[src/shared/thf_pkg.sv]
package thf_pkg;
	// Clock and one-second divider
	localparam int unsigned CLK_HZ    = 50_000_000;
	localparam int unsigned SEC_S     = 1;
	localparam int unsigned SEC_CYC   = CLK_HZ * SEC_S;

	// Register byte addresses
	localparam logic [7:0] ADR_CTRL = 8'h00;
	localparam logic [7:0] ADR_WSET = 8'h04;
	localparam logic [7:0] ADR_TSET = 8'h08;
	localparam logic [7:0] ADR_HON  = 8'h0c;
	localparam logic [7:0] ADR_STAT = 8'h10;

	// Control fields
	localparam int unsigned CTRL_HPRIO = 3;
	localparam int unsigned CTRL_SPRIO = 4;
	localparam logic [2:0]  MODE_OFF   = 3'h0;
	localparam logic [2:0]  MODE_HEAT  = 3'h1;
	localparam logic [2:0]  MODE_COOL  = 3'h2;
	localparam logic [2:0]  MODE_TANK  = 3'h3;
	localparam logic [2:0]  MODE_HT    = 3'h4;

	// Temperatures are signed, in half degrees C
	typedef logic signed [15:0] thf_temp_t;
	localparam logic [4:0] CTRL_RST    = 5'h00;
	localparam thf_temp_t  WSET_RST    = 16'sh0050;
	localparam thf_temp_t  TSET_RST    = 16'sh0064;
	localparam thf_temp_t  HON_RST     = 16'sh005a;
	localparam thf_temp_t  DT_HEAT_OFF = 16'sh0004;
	localparam thf_temp_t  DT_HEAT_ON  = 16'shfffa;
	localparam thf_temp_t  DT_COOL_OFF = 16'shfffd;
	localparam thf_temp_t  DT_COOL_ON  = 16'sh0006;
	localparam thf_temp_t  DT_TANK_ON  = 16'shfffc;
	localparam thf_temp_t  TANK_CAP    = 16'sh0066;
	localparam thf_temp_t  OUT_TANK    = 16'sh006a;
	localparam thf_temp_t  LIM_55      = 16'sh006e;
	localparam thf_temp_t  LIM_57      = 16'sh0072;

	// Hold times
	localparam int unsigned HOLD_MIN   = 3;
	localparam int unsigned HOLD_S     = HOLD_MIN * 60;
	localparam int unsigned TK_OFF_S   = 10;
	localparam int unsigned INLET_S    = 60;
	localparam int unsigned BST_HI_S   = 15;
	localparam int unsigned BST_GAP_MIN = 20;
	localparam int unsigned BST_GAP_S  = BST_GAP_MIN * 60;
	localparam int unsigned BST_DLY_S  = 60;

	// Timer slots
	localparam int unsigned TM_N    = 10;
	localparam int unsigned TM_W    = 11;
	localparam int unsigned TM_ROOM = 0;
	localparam int unsigned TM_C2   = 1;
	localparam int unsigned TM_C3   = 2;
	localparam int unsigned TM_WAIT = 3;
	localparam int unsigned TM_TK10 = 4;
	localparam int unsigned TM_TK3  = 5;
	localparam int unsigned TM_PRE  = 6;
	localparam int unsigned TM_BHI  = 7;
	localparam int unsigned TM_BGAP = 8;
	localparam int unsigned TM_BDLY = 9;
	localparam logic [10:0] TM_LIM [TM_N] = '{11'(HOLD_S), 11'(HOLD_S), 11'(INLET_S),
		11'(HOLD_S), 11'(TK_OFF_S), 11'(HOLD_S), 11'(HOLD_S), 11'(BST_HI_S),
		11'(BST_GAP_S), 11'(BST_DLY_S)};

	typedef enum logic [3:0] {
		ST_IDLE  = 4'h1,
		ST_RUN   = 4'h2,
		ST_THOFF = 4'h4,
		ST_PRE   = 4'h8
	} thf_state_t;

	localparam logic [1:0] RS_ROOM  = 2'h0;
	localparam logic [1:0] RS_C2    = 2'h1;
	localparam logic [1:0] RS_C3    = 2'h2;
	localparam logic [1:0] RS_WATER = 2'h3;
endpackage

[src/thf_hold_timer.sv]
`timescale 1ns/1ps
module thf_hold_timer import thf_pkg::*; #(
	parameter int unsigned W = 11
) (
	input  wire logic         clk_i,
	input  wire logic         rst_i,
	input  wire logic         tick_i,
	input  wire logic         run_i,
	input  wire logic [W-1:0] limit_i,
	output logic              done_o
);
	logic [W-1:0] cnt_q;

	// One extra tick so a partial first second never counts
	assign done_o = cnt_q > limit_i;

	always_ff @(posedge clk_i) begin
		if (rst_i || !run_i) begin
			cnt_q <= '0;
		end else if (tick_i && !done_o) begin
			cnt_q <= cnt_q + W'(1);
		end
	end

	restart_clear_a: assert property (@(posedge clk_i) disable iff (rst_i)
		!run_i |=> !done_o)
		else $error("timer done without unbroken run");
endmodule

[src/thf_thermostat.sv]
// Local design decisions: register access over Wishbone and the register offsets.
`timescale 1ns/1ps
module thf_thermostat import thf_pkg::*; #(
	parameter int unsigned SEC_CYCLES    = SEC_CYC,
	parameter int unsigned BOOST_DELAY_S = BST_DLY_S
) (
	input  wire logic        clk_i,
	input  wire logic        rst_i,
	input  wire logic [7:0]  wb_adr_i,
	input  wire logic [31:0] wb_dat_i,
	input  wire logic [3:0]  wb_sel_i,
	input  wire logic        wb_we_i,
	input  wire logic        wb_cyc_i,
	input  wire logic        wb_stb_i,
	output logic      [31:0] wb_dat_o,
	output logic             wb_ack_o,
	input  wire thf_temp_t   outlet_temp_i,
	input  wire thf_temp_t   inlet_temp_i,
	input  wire thf_temp_t   tank_temp_i,
	input  wire logic        room_heat_i,
	input  wire logic        solar_req_i,
	output logic             comp_on_o,
	output logic             pump_on_o,
	output logic             booster_on_o,
	output logic             backup_en_o,
	output logic             diverter_tank_o,
	output logic             twoway_open_o,
	output logic             solar_valve_o,
	output thf_temp_t        outlet_set_o
);
	logic [4:0]      ctrl_q;
	thf_temp_t       wset_q, tset_q, hon_q, lat_q, oset_q;
	logic            ack_q;
	logic [31:0]     rdat_q, wr_old, wr_new;
	logic [25:0]     div_q;
	logic            tick_q;
	thf_state_t      st_q, st_d;
	logic [1:0]      rs_q, rs_d;
	logic            side_tank_q, comp_q, pump_q, boost_q, backup_q;
	logic            div_tank_q, tw_q, solar_q;
	logic [15:0]     ivl_q;
	logic [TM_N-1:0] tm_run, tm_done;
	logic [10:0]     tm_lim [TM_N];
	logic [2:0]      mode;
	logic            hprio, sprio, is_heat, is_cool, is_tank, is_ht, run_ok;
	logic            tank_side, tank_off, tank_on, ret_stop, wr_en;
	thf_temp_t       tank_cap, wset_eff;
	logic signed [16:0] d_set, d_lat;

	function automatic logic [31:0] wmask(input logic [31:0] o, input logic [31:0] n,
		input logic [3:0] s);
		logic [31:0] r;
		r = o;
		for (int b = 0; b < 4; b++) begin
			if (s[b]) begin
				r[b*8 +: 8] = n[b*8 +: 8];
			end
		end
		return r;
	endfunction

	// Wishbone slave: one wait state, unmapped reads zero and writes vanish
	assign wr_en = wb_cyc_i && wb_stb_i && wb_we_i && !ack_q;

	always_comb begin
		case (wb_adr_i)
			ADR_CTRL: wr_old = {27'h0, ctrl_q};
			ADR_WSET: wr_old = {16'h0, wset_q};
			ADR_TSET: wr_old = {16'h0, tset_q};
			ADR_HON:  wr_old = {16'h0, hon_q};
			default:  wr_old = 32'h0;
		endcase
		wr_new = wmask(wr_old, wb_dat_i, wb_sel_i);
	end

	always_ff @(posedge clk_i) begin
		if (rst_i) begin
			ack_q <= 1'b0;
		end else begin
			ack_q <= wb_cyc_i && wb_stb_i && !ack_q;
		end
	end

	always_ff @(posedge clk_i) begin
		if (rst_i) begin
			ctrl_q <= CTRL_RST;
			wset_q <= WSET_RST;
			tset_q <= TSET_RST;
			hon_q  <= HON_RST;
		end else if (wr_en) begin
			case (wb_adr_i)
				ADR_CTRL: ctrl_q <= wr_new[4:0];
				ADR_WSET: wset_q <= wr_new[15:0];
				ADR_TSET: tset_q <= wr_new[15:0];
				ADR_HON:  hon_q  <= wr_new[15:0];
				default:  ;
			endcase
		end
	end

	always_ff @(posedge clk_i) begin
		if (rst_i) begin
			rdat_q <= 32'h0;
		end else if (wb_cyc_i && wb_stb_i && !ack_q) begin
			case (wb_adr_i)
				ADR_CTRL: rdat_q <= wr_old;
				ADR_WSET: rdat_q <= wr_old;
				ADR_TSET: rdat_q <= wr_old;
				ADR_HON:  rdat_q <= wr_old;
				ADR_STAT: rdat_q <= {ivl_q, 2'h0, rs_q, st_q, side_tank_q, solar_q, tw_q,
					div_tank_q, backup_q, boost_q, pump_q, comp_q};
				default:  rdat_q <= 32'h0;
			endcase
		end
	end

	assign wb_ack_o = ack_q;
	assign wb_dat_o = rdat_q;

	// One-second enable
	always_ff @(posedge clk_i) begin
		if (rst_i || div_q == 26'(SEC_CYCLES - 1)) begin
			div_q <= 26'h0;
		end else begin
			div_q <= div_q + 26'h1;
		end
	end

	always_ff @(posedge clk_i) begin
		if (rst_i) begin
			tick_q <= 1'b0;
		end else begin
			tick_q <= div_q == 26'(SEC_CYCLES - 1);
		end
	end

	// Mode decode and setpoints
	assign mode      = ctrl_q[2:0];
	assign hprio     = ctrl_q[CTRL_HPRIO];
	assign sprio     = ctrl_q[CTRL_SPRIO];
	assign is_heat   = mode == MODE_HEAT;
	assign is_cool   = mode == MODE_COOL;
	assign is_tank   = mode == MODE_TANK;
	assign is_ht     = mode == MODE_HT;
	assign tank_side = is_tank || (is_ht && side_tank_q);
	assign tank_cap  = (tset_q < TANK_CAP) ? tset_q : TANK_CAP;
	assign wset_eff  = tank_side ? tank_cap : wset_q;
	assign tank_off  = tank_temp_i > tank_cap;
	assign tank_on   = tank_temp_i < tank_cap + DT_TANK_ON;
	assign d_set     = 17'(outlet_temp_i) - 17'(wset_eff);
	assign d_lat     = 17'(outlet_temp_i) - 17'(lat_q);
	// Heating priority parks the pump on room side unless heat is requested
	assign run_ok    = is_heat || is_cool || is_tank ||
		(is_ht && (side_tank_q || !hprio || room_heat_i));
	assign ret_stop  = is_ht && hprio && side_tank_q &&
		(room_heat_i || tm_done[TM_TK3] || (sprio && solar_q));

	// Hold-time conditions
	always_comb begin
		tm_run[TM_ROOM] = st_q == ST_RUN && !tank_side &&
			(is_cool ? d_set > DT_COOL_OFF : d_set > DT_HEAT_OFF);
		tm_run[TM_C2]   = st_q == ST_RUN && tank_side && outlet_temp_i > LIM_57;
		tm_run[TM_C3]   = st_q == ST_RUN && tank_side && inlet_temp_i > LIM_55;
		tm_run[TM_WAIT] = st_q == ST_THOFF;
		tm_run[TM_TK10] = !comp_q && tank_side && tank_off;
		tm_run[TM_TK3]  = is_ht && hprio && side_tank_q && tank_off;
		tm_run[TM_PRE]  = st_q == ST_PRE;
		tm_run[TM_BHI]  = tank_temp_i > tset_q;
		tm_run[TM_BGAP] = !boost_q;
		tm_run[TM_BDLY] = is_tank || is_ht;
		tm_lim          = TM_LIM;
		tm_lim[TM_BDLY] = 11'(BOOST_DELAY_S);
	end

	for (genvar g = 0; g < TM_N; g++) begin : g_tmr
		thf_hold_timer #(
			.W(TM_W)
		) u_tmr (
			.clk_i  (clk_i),
			.rst_i  (rst_i),
			.tick_i (tick_q),
			.run_i  (tm_run[g]),
			.limit_i(tm_lim[g]),
			.done_o (tm_done[g])
		);
	end

	// Compressor sequencer
	always_comb begin
		st_d = st_q;
		rs_d = rs_q;
		case (st_q)
			ST_IDLE: begin
				if (run_ok && is_tank) begin
					if (tank_on) begin
						st_d = ST_PRE;
					end
				end else if (run_ok) begin
					st_d = ST_RUN;
				end
			end
			ST_RUN: begin
				if (!run_ok || ret_stop) begin
					st_d = ST_IDLE;
				end else if (tm_done[TM_ROOM]) begin
					st_d = ST_THOFF;
					rs_d = RS_ROOM;
				end else if (tm_done[TM_C2]) begin
					st_d = ST_THOFF;
					rs_d = RS_C2;
				end else if (tm_done[TM_C3]) begin
					st_d = ST_THOFF;
					rs_d = RS_C3;
				end else if (tank_side && tank_off) begin
					st_d = ST_THOFF;
					rs_d = RS_WATER;
				end
			end
			ST_THOFF: begin
				if (!run_ok || ret_stop) begin
					st_d = ST_IDLE;
				end else begin
					case (rs_q)
						RS_ROOM: begin
							if (tm_done[TM_WAIT] &&
								d_lat < (is_cool ? DT_COOL_ON : DT_HEAT_ON)) begin
								st_d = ST_RUN;
							end
						end
						RS_C2: begin
							if (d_lat < DT_HEAT_ON) begin
								st_d = ST_RUN;
							end
						end
						RS_C3: begin
							if (inlet_temp_i < LIM_55) begin
								st_d = ST_RUN;
							end
						end
						default: begin
							if (!tank_side) begin
								st_d = ST_RUN;
							end else if (is_tank && tm_done[TM_TK10]) begin
								st_d = ST_IDLE;
							end
						end
					endcase
				end
			end
			ST_PRE: begin
				if (!run_ok) begin
					st_d = ST_IDLE;
				end else if (tm_done[TM_PRE]) begin
					st_d = ST_RUN;
				end
			end
			default: st_d = ST_IDLE;
		endcase
	end

	always_ff @(posedge clk_i) begin
		if (rst_i) begin
			st_q   <= ST_IDLE;
			rs_q   <= RS_ROOM;
			comp_q <= 1'b0;
			pump_q <= 1'b0;
		end else begin
			st_q   <= st_d;
			rs_q   <= rs_d;
			comp_q <= st_d == ST_RUN;
			pump_q <= st_d != ST_IDLE;
		end
	end

	// Inlet is latched at the moment the compressor goes from run to thermo-off
	always_ff @(posedge clk_i) begin
		if (rst_i) begin
			lat_q <= 16'sh0000;
		end else if (st_q == ST_RUN && st_d == ST_THOFF) begin
			lat_q <= inlet_temp_i;
		end
	end

	// Room or tank side for heat plus tank
	always_ff @(posedge clk_i) begin
		if (rst_i || !is_ht) begin
			side_tank_q <= 1'b1;
		end else if (side_tank_q) begin
			if ((hprio && ret_stop) || tm_done[TM_TK10] || (sprio && solar_q)) begin
				side_tank_q <= 1'b0;
			end
		end else if (tank_on && !(sprio && solar_q) && !(hprio && room_heat_i)) begin
			side_tank_q <= 1'b1;
		end
	end

	// Interval timer restarts on each side change
	always_ff @(posedge clk_i) begin
		if (rst_i || (is_ht && side_tank_q != div_tank_q)) begin
			ivl_q <= 16'h0;
		end else if (tick_q && ivl_q != 16'hffff) begin
			ivl_q <= ivl_q + 16'h1;
		end
	end

	// Booster heater
	always_ff @(posedge clk_i) begin
		if (rst_i) begin
			boost_q <= 1'b0;
		end else if (!(is_tank || is_ht) || (sprio && solar_q) || tm_done[TM_BHI]) begin
			boost_q <= 1'b0;
		end else if (tm_done[TM_BDLY] && tm_done[TM_BGAP] && tank_temp_i < hon_q) begin
			boost_q <= 1'b1;
		end
	end

	// Valves, backup permission and outlet setpoint
	always_ff @(posedge clk_i) begin
		if (rst_i) begin
			backup_q   <= 1'b0;
			div_tank_q <= 1'b0;
			tw_q       <= 1'b0;
			solar_q    <= 1'b0;
			oset_q     <= WSET_RST;
		end else begin
			backup_q   <= is_heat ||
				(is_ht && !side_tank_q && (!hprio || room_heat_i));
			div_tank_q <= tank_side;
			tw_q       <= is_heat || is_ht;
			solar_q    <= solar_req_i && mode != MODE_OFF &&
				!(!sprio && tank_side);
			oset_q     <= is_tank ? OUT_TANK : (tank_side ? LIM_55 : wset_q);
		end
	end

	assign comp_on_o       = comp_q;
	assign pump_on_o       = pump_q;
	assign booster_on_o    = boost_q;
	assign backup_en_o     = backup_q;
	assign diverter_tank_o = div_tank_q;
	assign twoway_open_o   = tw_q;
	assign solar_valve_o   = solar_q;
	assign outlet_set_o    = oset_q;

	cool_backup_a: assert property (@(posedge clk_i) disable iff (rst_i)
		is_cool [*2] |-> !backup_en_o && !diverter_tank_o && !twoway_open_o)
		else $error("cool mode valve or backup wrong");

	tank_valve_a: assert property (@(posedge clk_i) disable iff (rst_i)
		is_tank [*2] |-> diverter_tank_o && !twoway_open_o && !backup_en_o &&
			outlet_set_o == OUT_TANK)
		else $error("tank mode outputs wrong");

	prepump_hold_a: assert property (@(posedge clk_i) disable iff (rst_i)
		st_q == ST_PRE |-> pump_on_o && !comp_on_o)
		else $error("compressor ran during pre-pump");

	room_stop_a: assert property (@(posedge clk_i) disable iff (rst_i)
		$fell(comp_on_o) && st_q == ST_THOFF && rs_q == RS_ROOM |-> $past(tm_done[TM_ROOM]))
		else $error("room thermo stop without 3 min hold");

	restart_wait_a: assert property (@(posedge clk_i) disable iff (rst_i)
		$rose(comp_on_o) && $past(st_q == ST_THOFF && rs_q == RS_ROOM)
		|-> $past(tm_done[TM_WAIT]))
		else $error("restart before 3 min wait");

	inlet_stop_a: assert property (@(posedge clk_i) disable iff (rst_i)
		$fell(comp_on_o) && st_q == ST_THOFF && rs_q == RS_C3 |-> $past(tm_done[TM_C3]))
		else $error("inlet stop without 60 s hold");

	boost_gap_a: assert property (@(posedge clk_i) disable iff (rst_i)
		$rose(booster_on_o) |-> $past(tm_done[TM_BGAP]) && $past(tank_temp_i < hon_q))
		else $error("booster on too early");

	solar_boost_a: assert property (@(posedge clk_i) disable iff (rst_i)
		sprio && solar_valve_o |=> !booster_on_o)
		else $error("booster on with solar valve");

	prio_backup_a: assert property (@(posedge clk_i) disable iff (rst_i)
		is_ht && hprio && !room_heat_i |=> !backup_en_o)
		else $error("backup on without room request");

	solar_side_a: assert property (@(posedge clk_i) disable iff (rst_i)
		!sprio && tank_side |=> !solar_valve_o)
		else $error("solar valve on at tank side");
endmodule

[config.mk]
export PLATFORM = sky130hd
export DESIGN_NAME = thf_thermostat
export DESIGN_NICKNAME = d
export VERILOG_FILES = /design/src/shared/thf_pkg.sv /design/src/thf_hold_timer.sv /design/src/thf_thermostat.sv
export SDC_FILE = /design/constraint.sdc
export NUM_CORES = 1
export LEC_CHECK = 0
export BUFFER_PORTS_ARGS = -buffer_cell sky130_fd_sc_hd__buf_2
export CAP_MARGIN = 20
export CORE_ASPECT_RATIO = 0.5
export CORE_MARGIN = 2
export CORE_UTILIZATION = 50
export CTS_CLUSTER_SIZE = 20
export DETAILED_ROUTE_END_ITERATION = 12
export PLACE_DENSITY = 0.69
export SLEW_MARGIN = 20
export SYNTH_ARGS = -nofsm -noshare
export SYNTH_HDL_FRONTEND = slang
export SYNTH_SLANG_ARGS = --single-unit
[constraint.sdc]
create_clock -name clk_i -period 7.75 [get_ports clk_i]
set_input_delay 0.775 -clock clk_i [delete_from_list [all_inputs] [get_ports clk_i]]
set_output_delay 0.775 -clock clk_i [all_outputs]
set_load 0.02 [all_outputs]
==> results.yml, run 1 <==
outcome:
  status: "finished, final reports clean"
setup_path:
  end_kind: "flip-flop"
  crit_type: "flip-flop to flip-flop"
  crit_path_frequent_cell: "a21oi_1"
  ff2ff_path_depth: 16
  max_stage_delay_ns: 0.56
  r2r-start: "tset_q[7]"
  crit_path_start_kind: "flip-flop"
  crit_buf_inv: 2
  crit_required_ns: 8.22
  rrSetupSlack_ns: 2.88
  crit_slowest_cell: "ha_1"
  worst-path-max-fanout: 13
  crit_family: "compound AO/OA/AOI/OAI gates"
  crit_chain: "nor3_1 -> o2111ai_1 -> ha_1 -> inv_1 -> nand2_1 -> nor2_1 -> a21oi_1 -> ha_1 -> and2_1 -> a311o_1 -> a21oi_1 -> inv_1 -> a221oi_2 -> xnor2_1 -> nand4_1 -> a21oi_1"
  regToRegEndpoint: "g_tmr[0].u_tmr.cnt_q[7]"
  crit_arrival_ns: 5.34
logic_synthesis:
  ys_async_sr_fraction: 0
  ys.flop_type: "dfxtp_1"
  synthCells: 2007
  synth_fp_nets: 2236
  ys_types: 84
  synth.avg_cell_area_sq_um: 8.08
  ys_ff_latch: 285
  ys.warnings.count: 0
  synth_edf_count: 0
  syn_area_sq_um: 16200
  yosysSeqAreaShare: 0.352
final_layout:
  fillers: 3011
  drive_gt1_frac: 0.112
  final_cell_mix: "dfxtp_1, nor2_1, nand2_1, a21oi_1, buf_2"
  postLayoutCellArea_sq_um: 18100
  final_nets: 2327
  syn2layout_area_growth_pct: 11.4
  final_util: 0.568
  final_common_cell: "dfxtp_1"
pwr:
  pwr-share-seq: 0.487
  ir_drop_mv: 0.143
  swShare: 0.248
  power.total_mw: 3.02
  comb_power_share: 0.087
  internal_power_mw: 2.27
  leakage_nw: 7.03
  switchingPower_mw: 0.750
  clkPwrFrac: 0.426
  power_density_nw_per_um2: 167
clocking:
  clk_pin_slew_ns: 0.07
  cts_root_buf: "clkbuf_16"
  post_cts_buffers: 0
  clkLatencyLatePin_ns: 0.56
  postCtsHoldBufs: 0
  numCtsBuffers: 26
  cts_tree: "yes"
  htree_num_levels: 1
  cts_sinks: 285
  clock_path_buffers: 3
  ctsResizeCount: 0
min_path:
  worstHoldPathCells: 2
  worstHoldStart: "g_tmr[1].u_tmr.cnt_q[9]"
  worstHoldEndpoint: "g_tmr[1].u_tmr.cnt_q[9]"
  hp-class: "flip-flop to flip-flop"
timing:
  period_minus_slack_ns: 4.87
  finClkSkew_ns: 0.0123
  maxSlewHeadroom: 0.238
  finalSetupViolations: 0
  min_period_over_period: 0.629
  slew_violations: 0
  tns_ns: 0
  max_clock_freq_mhz: 205
  worst_slack_ns: 2.88
  rsz0062_at_grt: "false"
  tightest_slew_ns: 1.14
  finalHoldViolCount: 0
route:
  antenna_left: 0
  drt_iter0_drc: 1132
  wl_per_cell_um: 17.0
  routed_wl_um: 43300
  via_per_inst: 5.68
  drc: 0
  vias: 14472
  firstDrtPassIters: 7
floorplanning:
  core_area_sq_um: 31800
  rows: 46
  die_area_sq_um: 34000
  die_h_um: 131
  io_pins: 155
  die_w_um: 259
  start_util: 0.510
global_routing:
  grt_max_degree: 61
  grt_pass1_vias: 13478
  grt.met2_usage: 0.405
  grt_overflow: 0
  grtUsageMet3: 0.0442
  gr-max-usage-layer: "met2"
  grtUsageMet1: 0.337
  grt_pass1_wl_um: 69600
  antenna_found_initial: 0
  grt_use_total: 0.250
placed_design:
  port_buffers: 136
  dp.final_hpwl_um: 32300
  dpl-instance-area_sq_um: 17200
  place.gp.congestion: 0.944
  place_ws_ns: 2.82
flow_run:
  maxCapViolCount: 0
==> cells in the mapped netlist, types with 19 or more instances <==
cell type  instances  area share
ha_1             128       0.099
and2_1            28       0.011
xnor2_1           60       0.032
mux2i_1           38       0.023
and3_1            38       0.015
inv_1            130       0.030
a211oi_1          26       0.012
dfxtp_1          285        0.35
nor2_1           239       0.055
nand2_1          232       0.054
o21ai_0           54       0.017
nor3_1            47       0.015
nor4_1            19      0.0073
a21oi_1          148       0.046
clkbuf_1          70       0.016
nand4_1           37       0.014
nand3_1           71       0.022
xor2_1            66       0.036
==> tightest hold or removal path: cells and delay by family (launching register included) <==
family        cells  cell delay, ns
flops             1            0.31
buf+inv           1            0.05
simple gates      1            0.03
==> state kept, by name, summed over array words and instances (netlist names), 2 cells and up <==
signal             count
div_q                 26
g_tmr.u_tmr.cnt_q    110
ctrl_q                 5
st_q                   4
tset_q                16
ivl_q                 16
wb_dat_o              32
wset_q                16
hon_q                 16
rs_q                   2
outlet_set_o          16
lat_q                 16
==> cells by family (layout without fill, tap and decap cells) <==
logic type	Yosys count	count (layout)	synth area share
and+or+nand+nor	803	803	0.235
DFF	285	285	0.352
adders and majority gates	130	130	0.101
AOI/OAI and AO/OA	395	395	0.160
xor gates and xnor gates	126	126	0.0681
buffers and inverters	218	328	0.0522
other	0	1	0
muxes	50	50	0.0318
==> layout make-up <==
type                            count  area (sq um)  share of cell area
Inverter                          130           488              0.0270
Timing Repair Buffer              151           796              0.0441
Antenna cell                        1          2.50            0.000139
Clock inverter                      8          46.3             0.00256
Clock buffer                       39           791              0.0438
Multi-Input combinational cell   1504          9680               0.536
Sequential cell                   285          5710               0.316
Tap cell                          432           541              0.0299
==> metal layers <==
metal / share of wire / routed length [um] / vias up
met2: 0.45 / 19300 / 408
met5: 0 / 0 / -
li1: - / - / 7208
met1: 0.46 / 20100 / 6772
met4: 0.029 / 1250 / 0
met3: 0.061 / 2660 / 84
==> worst max path at each step <==
stage                                          to  cells past startpoint  slack (ns)              from
final                     g_tmr[0].u_tmr.cnt_q[7]                     16        2.88         tset_q[7]
after global placement                    st_q[2]                     18        2.91  outlet_temp_i[0]
after floorplan                           st_q[2]                     17        3.57  outlet_temp_i[0]
after detailed placement                  st_q[2]                     18        2.82  outlet_temp_i[0]
after CTS                 g_tmr[0].u_tmr.cnt_q[7]                     16        2.99         tset_q[7]
after global routing      g_tmr[0].u_tmr.cnt_q[0]                     16        2.55         tset_q[7]
==> power by group through the flow <==
| stage | clock [mW] | combinational [mW] | sequential, mW |
|---|---|---|---|
| after global placement | 0 | 0.256 | 1.51 |
| final | 1.29 | 0.263 | 1.47 |
| after detailed placement | 0 | 0.258 | 1.51 |
| after CTS | 1.31 | 0.259 | 1.47 |
| after global routing | 1.36 | 0.291 | 1.47 |
| after floorplan | 0 | 0.164 | 1.51 |
==> metrics by stage <==
stage	std cells	hold slack [ns]
finish	2550	0.427
global route	2549	0.450
CTS	2549	0.429
detailed placement	2502	0.417
global placement	2502	0.415
floorplan	2007	0.405
Power figures use the tool's default switching activity.
==> run 2, diff against run 1 <==
- clock period: 7.75 -> 4.9 ns (I/O delays scaled with it)
==> run 2 against run 1 <==
Net effect: maximum frequency is 5.2% higher; sequential share of layout area is 0.33 points lower; first-iteration DRC count increased by 10%; clock skew grew 0.0017 ns; via count rose by 0.36%; clock power increased by 60%; non-clock buffer count up 23; largest power group unchanged.
==> results.yml, run 2 (synthesized netlist as in run 1, its figures left out) <==
outcome:
  status: "finished, final reports clean"
final_layout:
  drive_gt1_frac: 0.122
  fillers: 2979
  seqCellArea_sq_um: 5710
  final_cell_mix: "dfxtp_1, nor2_1, nand2_1, a21oi_1, buf_2"
  multi_input_area_sq_um: 9700
  largest_reg_flops: 110
  final_nets: 2351
  syn2layout_area_growth_pct: 12.6
  final_common_cell: "dfxtp_1"
  largest-register: "g_tmr.u_tmr.cnt_q"
  diodes: 0
route:
  via_per_inst: 5.65
  antenna_left: 0
  firstDrtPassIters: 7
  drc: 0
  wl_per_cell_um: 17.0
  drt_iter0_drc: 1249
  routed_wl_um: 43700
  vias: 14524
global_routing:
  antenna_found_initial: 0
  grt_overflow: 0
  grt_max_degree: 62
  grt_pass1_vias: 13191
  grt_pass1_wl_um: 69500
  grt_use_total: 0.251
clocking:
  cts_sinks: 285
  numCtsBuffers: 27
  postCtsHoldBufs: 0
  cts_root_buf: "clkbuf_16"
  clk_pin_slew_ns: 0.07
  clock_path_buffers: 3
  cts_tree: "yes"
  clkLatencyLatePin_ns: 0.57
  htree_num_levels: 1
setup_path:
  crit_family: "compound AO/OA/AOI/OAI gates"
  max_stage_delay_ns: 0.46
  regToRegEndpoint: "g_tmr[0].u_tmr.cnt_q[8]"
  crit_path_frequent_cell: "a21oi_1"
  crit_arrival_ns: 5.08
  crit_required_ns: 5.35
  crit_buf_inv: 3
  worst-path-max-fanout: 11
  rrSetupSlack_ns: 0.27
  end_kind: "flip-flop"
  crit_type: "flip-flop to flip-flop"
  crit_slowest_cell: "ha_2"
  crit_path_start_kind: "flip-flop"
  ff2ff_path_depth: 17
  crit_chain: "a211oi_1 -> o2111ai_1 -> ha_2 -> inv_1 -> nand2_1 -> nor2_1 -> a21oi_1 -> ha_1 -> a21o_1 -> a21oi_1 -> inv_1 -> or3_1 -> a2111oi_1 -> nand4_1 -> o41ai_2 -> buf_4 -> a21oi_1"
  r2r-start: "tset_q[2]"
timing:
  tightest_slew_ns: 0.931
  period_minus_slack_ns: 4.63
  maxSlewHeadroom: 0.375
  holdWs_ns: 0.190
  finalSetupViolations: 0
  max_clock_freq_mhz: 216
  min_period_over_period: 0.945
  finClkSkew_ns: 0.0141
  worst_slack_ns: 0.268
  tns_ns: 0
  slew_violations: 0
  finalHoldViolCount: 0
min_path:
  hp-class: "primary input to flip-flop"
  worstHoldStart: "solar_req_i"
  worstHoldEndpoint: "solar_valve_o"
  worstHoldPathCells: 3
flow_run:
  maxCapViolCount: 0
floorplanning:
  core_area_sq_um: 31800
  rows: 46
  die_h_um: 131
  start_util: 0.510
  die_area_sq_um: 34000
  die_w_um: 259
  io_pins: 155
placed_design:
  place_ws_ns: 0.191
  dp.final_hpwl_um: 32900
  port_buffers: 136
  place.gp.congestion: 0.957
pwr:
  leakage_nw: 7.15
  power.total_mw: 4.81
  power_density_nw_per_um2: 264
  ir_drop_mv: 0.263
run 2: changes by cell type in the layout (fill, tap and decap cells not counted), sizes merged:
cell,delta
buf,+23
bufinv,+2
clkinv,+1
clkinvlp,+1
clkbuf,-4
diode,-1
run 2: repair_timing:
item,4_1_cts,5_1_grt
setup buffers,0,0
resized for setup,0,4
setup endpoints to repair,0,11
run 2: worst max-delay path by stage:
stage / to / cells after the start / startpoint
finish: g_tmr[0].u_tmr.cnt_q[8] / 17 / tset_q[2]
global route: g_tmr[0].u_tmr.cnt_q[7] / 17 / tset_q[10]
CTS: g_tmr[0].u_tmr.cnt_q[5] / 17 / tset_q[10]
detailed placement: g_tmr[0].u_tmr.cnt_q[7] / 17 / tset_q[10]
global placement: g_tmr[0].u_tmr.cnt_q[0] / 17 / tset_q[10]
floorplan: g_tmr[0].u_tmr.cnt_q[0] / 18 / tset_q[7]
run 2: layout make-up:
class	instances	share of cell area
multi-input combinational	1504	0.532
timing repair buffer	174	0.0531
tap	432	0.0296
clock inverter	12	0.00651
inverter	130	0.0267
sequential	285	0.313
clock buffer	35	0.0398
run 2: per-stage QoR:
step | util | area, sq um | cells
2_1_floorplan | - | 16200 | 2007
3_3_place_gp | 0.547 | 17400 | 2525
3_5_place_dp | 0.547 | 17400 | 2525
4_1_cts | 0.574 | 18200 | 2572
5_1_grt | 0.574 | 18200 | 2572
6_report | 0.574 | 18200 | 2572
run 2: per-layer routing:
layer | vias to the layer above | routed length (um) | global-route usage
met3 | 78 | 2630 | 0.0355
met1 | 6782 | 20100 | 0.349
met2 | 424 | 19800 | 0.408
met4 | 0 | 1170 | 0.0655
met5 | - | 0 | 0
li1 | 7240 | - | -
run 2: worst register-to-register path, delay by kind of cell (launching register included):
family	cells	cell delay, ns
AOI/OAI and AO/OA	8	2.07
adders and majority gates	2	0.82
and+or+nand+nor	4	0.74
buffers and inverters	3	0.53
DFF	1	0.37
run 2: power breakdown:
part	total (mW)	internal (mW)	switching, mW
logic	0.417	0.157	0.260
clock network	2.06	1.15	0.915
registers	2.33	2.33	0.00593
total	4.81	3.63	1.18
